`src/rtl/pms_pkg.sv`:
```
// Purpose: shared constants for the power-management status outputs
// Assumes: single clock domain, 250 MHz
// Notes: register offsets are byte addresses on a plain strobe port
package pms_pkg;
    localparam logic [7:0] PMS_OFF_CTRL = 8'h00;
    localparam logic [7:0] PMS_OFF_STATE = 8'h04;
    localparam logic [7:0] PMS_OFF_DPA = 8'h08;
    localparam logic [7:0] PMS_OFF_IRQ_STAT = 8'h0c;
    localparam logic [7:0] PMS_OFF_IRQ_MASK = 8'h10;
    localparam int PMS_CTRL_ROOT_BIT = 0;
    localparam int PMS_CTRL_FLUSH_LSB = 4;
    localparam logic [1:0] PMS_FLUSH_RESET = 2'h0;
    localparam logic [3:0] PMS_MASK_RESET = 4'h0;
    localparam logic [3:0] PMS_DPA_RESET = 4'h0;
    localparam logic [3:0] PMS_STAT_RESET = 4'h0;
    localparam logic [31:0] PMS_RDATA_RESET = 32'h0;
    localparam int PMS_IRQ_DPA0 = 0;
    localparam int PMS_IRQ_DPA1 = 1;
    localparam int PMS_IRQ_RX_CHG = 2;
    localparam int PMS_IRQ_TX_CHG = 3;
    localparam int PMS_NUM_PF = 2;
    localparam logic [1:0] PMS_DPA_RSVD = 2'h0;
    typedef enum logic [1:0] {
        pms_not_in_standby,
        pms_standby_entry,
        pms_standby_idle,
        pms_standby_fast_train
    } pms_l0s_t;
    typedef enum logic [1:0] {
        pms_flush_off,
        pms_flush_msg_a,
        pms_flush_msg_b,
        pms_flush_wake
    } pms_flush_t;
endpackage : pms_pkg

```
`src/rtl/pms_sync2.sv`:
```
// Purpose: two-flop synchroniser for pin-level inputs
// Assumes: asynchronous active-low reset
// Notes: first stage feeds only the second stage
`timescale 1ns/10ps
module pms_sync2 #(
    parameter int W = 1
) (
    input wire logic i_clk,
    input wire logic i_rst_b,
    input wire logic [W-1:0] i_d,
    output logic [W-1:0] o_q
);
    logic [W-1:0] meta_reg;
    logic [W-1:0] q_reg;
    always_ff @(posedge i_clk or negedge i_rst_b) begin
        if (!i_rst_b) begin
            meta_reg <= '0;
            q_reg <= '0;
        end else begin
            meta_reg <= i_d;
            q_reg <= meta_reg;
        end
    end
    assign o_q = q_reg;
endmodule : pms_sync2

```
`src/rtl/pms_status.sv`:
```
// Purpose: power-management status outputs toward user logic
// Assumes: link-side substates and config writes come from same-clock logic
// Notes: mode strap pin synchronised; registers on a plain strobe port
//
// Notes on behaviour
// RULE_01: drive 2-bit receive standby substate
// RULE_02: drive 2-bit transmit standby substate
// RULE_03: user ignores substates outside L0
// RULE_04: endpoint pulses per-function allocation change bit
// RULE_05: upper two bits reserved; root mode silent
// RULE_06: mirror 2-bit buffer flush/fill enable
`timescale 1ns/10ps
module pms_status (
    input wire logic i_clk,
    input wire logic i_rst_b,
    input wire logic i_root_mode_pin,
    input wire logic [1:0] i_rx_state,
    input wire logic [1:0] i_tx_state,
    input wire logic [1:0] i_dpa_cfg_write,
    input wire logic [7:0] i_addr,
    input wire logic [31:0] i_wdata,
    input wire logic i_wr,
    input wire logic i_rd,
    output logic [31:0] o_rdata,
    output logic [1:0] o_rx_l0s_substate,
    output logic [1:0] o_tx_l0s_substate,
    output logic [3:0] o_dpa_substate_change,
    output logic [1:0] o_flush_enable,
    output logic o_irq
);
    // ----------------------------------------
    // mode strap
    // ----------------------------------------
    logic root_sync;
    pms_sync2 #(.W(1)) u_sync (
        .i_clk(i_clk),
        .i_rst_b(i_rst_b),
        .i_d(i_root_mode_pin),
        .o_q(root_sync)
    );

    // ----------------------------------------
    // address decode
    // ----------------------------------------
    function automatic logic hit(input logic [7:0] a, input logic [7:0] off);
        hit = (a == off);
    endfunction : hit

    logic wr_ctrl;
    logic wr_stat;
    logic wr_mask;

    always_comb begin
        wr_ctrl = i_wr && hit(i_addr, pms_pkg::PMS_OFF_CTRL);
        wr_stat = i_wr && hit(i_addr, pms_pkg::PMS_OFF_IRQ_STAT);
        wr_mask = i_wr && hit(i_addr, pms_pkg::PMS_OFF_IRQ_MASK);
    end

    // ----------------------------------------
    // standby substates
    // ----------------------------------------
    pms_pkg::pms_l0s_t rx_reg;
    pms_pkg::pms_l0s_t rx_next;
    pms_pkg::pms_l0s_t tx_reg;
    pms_pkg::pms_l0s_t tx_next;
    logic rx_chg;
    logic tx_chg;

    always_comb begin
        // RULE_01 receive substate
        rx_next = pms_pkg::pms_l0s_t'(i_rx_state);
        // RULE_02 transmit substate
        tx_next = pms_pkg::pms_l0s_t'(i_tx_state);
        rx_chg = (rx_next != rx_reg);
        tx_chg = (tx_next != tx_reg);
    end

    always_ff @(posedge i_clk or negedge i_rst_b) begin
        if (!i_rst_b) begin
            rx_reg <= pms_pkg::pms_not_in_standby;
            tx_reg <= pms_pkg::pms_not_in_standby;
        end else begin
            rx_reg <= rx_next;
            tx_reg <= tx_next;
        end
    end

    // ----------------------------------------
    // buffer flush/fill enable
    // ----------------------------------------
    pms_pkg::pms_flush_t flush_reg;
    pms_pkg::pms_flush_t flush_next;

    always_comb begin
        flush_next = flush_reg;
        // RULE_06 flush enable mirror
        if (wr_ctrl) begin
            flush_next = pms_pkg::pms_flush_t'(i_wdata[pms_pkg::PMS_CTRL_FLUSH_LSB +: 2]);
        end
    end

    always_ff @(posedge i_clk or negedge i_rst_b) begin
        if (!i_rst_b) begin
            flush_reg <= pms_pkg::pms_flush_off;
        end else begin
            flush_reg <= flush_next;
        end
    end

    // ----------------------------------------
    // power allocation change pulses
    // ----------------------------------------
    logic [pms_pkg::PMS_NUM_PF-1:0] dpa_pf;
    logic [3:0] dpa_reg;
    logic [3:0] dpa_next;

    // RULE_04 per-function change pulse
    // RULE_05 root mode silent
    for (genvar pf = 0; pf < pms_pkg::PMS_NUM_PF; pf++) begin : g_dpa
        assign dpa_pf[pf] = i_dpa_cfg_write[pf] && !root_sync;
    end

    always_comb begin
        // RULE_05 reserved bits zero
        dpa_next = {pms_pkg::PMS_DPA_RSVD, dpa_pf};
    end

    always_ff @(posedge i_clk or negedge i_rst_b) begin
        if (!i_rst_b) begin
            dpa_reg <= pms_pkg::PMS_DPA_RESET;
        end else begin
            dpa_reg <= dpa_next;
        end
    end

    // ----------------------------------------
    // interrupt status and mask
    // ----------------------------------------
    logic [3:0] ev;
    logic [3:0] stat_reg;
    logic [3:0] stat_next;
    logic [3:0] mask_reg;
    logic [3:0] mask_next;

    always_comb begin
        ev = 4'h0;
        ev[pms_pkg::PMS_IRQ_DPA0] = dpa_next[0];
        ev[pms_pkg::PMS_IRQ_DPA1] = dpa_next[1];
        ev[pms_pkg::PMS_IRQ_RX_CHG] = rx_chg;
        ev[pms_pkg::PMS_IRQ_TX_CHG] = tx_chg;
        stat_next = stat_reg;
        if (wr_stat) begin
            stat_next = stat_reg & ~i_wdata[3:0];
        end
        // set wins over clear
        stat_next = stat_next | ev;
        mask_next = mask_reg;
        if (wr_mask) begin
            mask_next = i_wdata[3:0];
        end
    end

    always_ff @(posedge i_clk or negedge i_rst_b) begin
        if (!i_rst_b) begin
            stat_reg <= pms_pkg::PMS_STAT_RESET;
            mask_reg <= pms_pkg::PMS_MASK_RESET;
        end else begin
            stat_reg <= stat_next;
            mask_reg <= mask_next;
        end
    end

    // ----------------------------------------
    // read port
    // ----------------------------------------
    logic [31:0] rdata_reg;
    logic [31:0] rdata_next;

    // read data stands one cycle, zero otherwise
    always_comb begin
        rdata_next = 32'h0;
        if (i_rd) begin
            case (i_addr)
                pms_pkg::PMS_OFF_CTRL: begin
                    rdata_next = {26'h0, flush_reg, 3'h0, root_sync};
                end
                pms_pkg::PMS_OFF_STATE: begin
                    rdata_next = {28'h0, tx_reg, rx_reg};
                end
                pms_pkg::PMS_OFF_DPA: begin
                    rdata_next = {28'h0, dpa_reg};
                end
                pms_pkg::PMS_OFF_IRQ_STAT: begin
                    rdata_next = {28'h0, stat_reg};
                end
                pms_pkg::PMS_OFF_IRQ_MASK: begin
                    rdata_next = {28'h0, mask_reg};
                end
                default: begin
                    rdata_next = 32'h0;
                end
            endcase
        end
    end

    always_ff @(posedge i_clk or negedge i_rst_b) begin
        if (!i_rst_b) begin
            rdata_reg <= pms_pkg::PMS_RDATA_RESET;
        end else begin
            rdata_reg <= rdata_next;
        end
    end

    // ----------------------------------------
    // outputs
    // ----------------------------------------
    assign o_rx_l0s_substate = rx_reg;
    assign o_tx_l0s_substate = tx_reg;
    assign o_dpa_substate_change = dpa_reg;
    assign o_flush_enable = flush_reg;
    assign o_rdata = rdata_reg;
    // level output from registered status and mask only
    assign o_irq = |(stat_reg & ~mask_reg);
endmodule : pms_status

```
`config.mk`:
```
export PLATFORM = sky130hd
export DESIGN_NAME = pms_status
export DESIGN_NICKNAME = d
export VERILOG_FILES = /design/src/rtl/pms_pkg.sv /design/src/rtl/pms_sync2.sv /design/src/rtl/pms_status.sv
export SDC_FILE = /design/constraint.sdc
export NUM_CORES = 1
export LEC_CHECK = 0
export ABC_AREA = 1
export BUFFER_PORTS_ARGS = -buffer_cell sky130_fd_sc_hd__buf_2
export CORE_ASPECT_RATIO = 0.75
export CORE_UTILIZATION = 25
export DETAILED_ROUTE_END_ITERATION = 6
export RECOVER_POWER = 50
export SYNTH_ARGS = -nofsm -noshare
export SYNTH_HDL_FRONTEND = slang
export SYNTH_SLANG_ARGS = --single-unit
```
`constraint.sdc`:
```
create_clock -name i_clk -period 1.1 [get_ports i_clk]
set_input_delay 0.165 -clock i_clk [delete_from_list [all_inputs] [get_ports i_clk]]
set_output_delay 0.165 -clock i_clk [all_outputs]
set_load 0.005 [all_outputs]
```
==> run_results.csv <==
group,metric,value,unit
setup_path,crit_type,"flop to primary output",
global_routing,antenna_found_initial,0,
power,p_int,0.001236,W
synth,syn_avg_cell_area,7.944,um^2
final_layout,nets,274,
synth,synth-async-reset-ratio,100.0,%
power,swShare,24.74,%
global_routing,grt_first_pass_wirelength,4.505,mm
setup_path,r2r_setup_slack,0.13,ns
routing,detail-route-antenna-nets,0,
synth,yosysWarningCount,0,
synth,netlist_instances,169,
power,p_leak,0.9466,nW
setup_path,path_cells,"inv_2, o22ai_2, nor2_1, o21ai_1, buf_2",
final_layout,drive_gt1_share,25.79,%
timing,setup-tns-final,-0.1238,ns
clock_network,numCtsBuffers,3,
final_layout,largest_reg_flops,6,
placed_design,dpl.cell_count,286,
synth,synthesis.area,0.001343,mm^2
floorplanning,rows,22,
setup_path,cp_data_required_time,0.94,ns
synth,synth-edff-count,0,
routing,drc,0,
floorplanning,die_x,86.62,um
power,switchingPower,0.0004064,W
timing,final-setup-viol-count,1,
routing,totalWireLength,2.849,mm
timing,worstMarginPinSlew,0.6039,ns
status,violations,"negative setup slack",
final_layout,layout_common_cells,"nand2_1, buf_2, conb_1, nor2_1, dfrtp_1",
global_routing,grt_pass1_vias,982,
setup_path,slowest_delay,0.39,ns
setup_path,cp.arrival,1.06,ns
timing,post-route-min-period,1.224,ns
run,drv_cap,0,
routing,drt_pass1_iterations,4,
final_layout,syn2layout_area_growth,22.46,%
timing,worst_slack,-0.1238,ns
setup_path,critPathSlowestCell,"dfrtp_1",
setup_path,start_kind,"flop",
timing,finalHoldViolations,0,
min_path,worstHoldPathCells,1,
min_path,hp-start,"i_tx_state[0]",
floorplanning,initial_core_util,26.65,%
timing,finalCritPeriodShare,111.3,%
setup_path,rr_worst_depth,5,
power,clkPwrFrac,30.8,%
floorplanning,ios,94,
synth,synthFlopType,"dfrtp_1",
routing,drt_iter0_drc,40,
synth,synth-seq-area-share,44.73,%
timing,maxSlewViolCount,0,
placed_design,globalplace.congestion,0.8124,
clock_network,clkTransAtPathRegs,0.08,ns
synth,yosysTopAreaCell,"dfrtp_1",
clock_network,cts_tree,"done",
power,peakVddDrop,0.5180,mV
floorplanning,dieArea,0.005670,mm^2
timing,rsz0062_at_grt,"true",
final_layout,post_layout_nonfiller_instances,293,
setup_path,worstReg2RegStart,"stat_reg[3]$_DFF_PN0_",
routing,wire_per_inst,9.724,um
placed_design,dp_hpwl,2.330,mm
power,p_comb_share,12.7,%
min_path,hp-class,"input port to flop",
timing,max_freq,0.8171,GHz
setup_path,regToRegEndpoint,"o_rdata[3]$_DFF_PN0_",
final_layout,antenna_cells,0,
global_routing,track_usage,10.42,%
synth,synth_area_leaders,"dfrtp_1, buf_4, nand2_1",
global_routing,overflow,0,
synth,synth_top_area_share,44.73,%
clock_network,htree_num_levels,1,
placed_design,port_buffers,39,
min_path,min_to,"o_tx_l0s_substate[0]$_DFF_PN0_",
setup_path,worst-path-buf-inv,2,
power,seqPwrFrac,56.4,%
global_routing,grt_max_degree,25,
floorplanning,core_area,0.005037,mm^2
setup_path,crit_family,"flip-flops",
timing,clock-skew-final,0.001084,ns
floorplanning,fp.dieH,65.47,um
clock_network,clk_latency,0.26,ns
power,fin_total_pwr,0.001642,W
clock_network,cts.sinks,24,
routing,via_count,1084,
setup_path,end_kind,"primary output",
clock_network,root_buffer,"clkbuf_8",
clock_network,cts_buffer_depth,2,
status,outcome,"finished, violations left",
setup_path,crit_fanout,2,
synth,synth_cell_types,21,
routing,drt-vias-per-instance,3.700,
timing,fin_hold_ws,0.03235,ns
synth,synth_seq_cells,24,
power,cellPowerDensity,998.9,mW/mm^2
timing,relSlewSlack,59.74,%
-- power groups by stage --
| stage | clock network (W) | registers [W] | logic [W] |
|---|---|---|---|
| after CTS | 0.000522 | 0.000927 | 0.000214 |
| after global routing | 0.000560 | 0.000932 | 0.000240 |
| after detailed placement | 0 | 0.000945 | 0.000204 |
| after global placement | 0 | 0.000945 | 0.000202 |
| final | 0.000506 | 0.000927 | 0.000209 |
| after floorplan | 0 | 0.000942 | 0.000157 |
-- cells in the mapped netlist, types with 2 or more instances --
master / n
nand2_2: 2
nor2_1: 24
nand2_1: 34
nand3_1: 8
dfrtp_1: 24
nor3_1: 2
a21oi_1: 2
nor2_2: 2
inv_1: 22
xor2_1: 4
o21ai_1: 3
o21ai_0: 5
nor2_4: 2
buf_4: 28
-- metrics by stage --
stage	util [%]	cell area (um^2)	worst slack [ns]
CTS	32.71	1648	-0.1526
global placement	31.20	1572	-0.07280
detailed placement	31.20	1572	-0.1097
global route	32.64	1644	-0.1843
finish	32.64	1644	-0.1238
floorplan	-	1444	0.1875
-- cell type report --
cell class | instances | area [um^2]
fillers | 566 | 3393
multi-input cells | 121 | 548.0
well taps | 72 | 90.09
flip-flops and latches | 24 | 600.6
repair buffers | 50 | 277.8
clock buffers | 3 | 41.29
inverters | 23 | 86.33
-- how the worst max path moves through the flow --
stage,depth (start not counted),to,startpoint
CTS,5,o_irq,stat_reg[3]$_DFF_PN0_
global placement,7,stat_reg[1]$_DFF_PN0_,i_addr[7]
detailed placement,7,stat_reg[1]$_DFF_PN0_,i_addr[7]
global route,5,o_irq,stat_reg[3]$_DFF_PN0_
floorplan,6,mask_reg[3]$_DFFE_PN0P_,i_addr[1]
finish,5,o_irq,stat_reg[2]$_DFF_PN0_
-- per-layer routing --
layer | track usage, % | vias up | part of all wire [%]
met4 | 1.250 | 0 | 0.25
li1 | - | 569 | -
met3 | 3.015 | 2 | 7.5
met1 | 15.33 | 468 | 53
met5 | 0 | - | 0
met2 | 15.48 | 45 | 39
-- cells by family after synthesis --
family / synth area share (%)
DFF: 44.73
other: 0.2793
buffers and inverters: 22.09
AOI/OAI and AO/OA: 5.405
xor gates and xnor gates: 2.609
and+or+nand+nor: 24.88
-- what timing repair did --
action,4_1_cts,5_1_grt
hold endpoints to repair,25,0
setup buffers,2,0
hold buffers,2,0
pin swaps,0,0
resized for setup,2,2
endpoints found under the setup margin,1,1
Power figures use the tool's default switching activity.
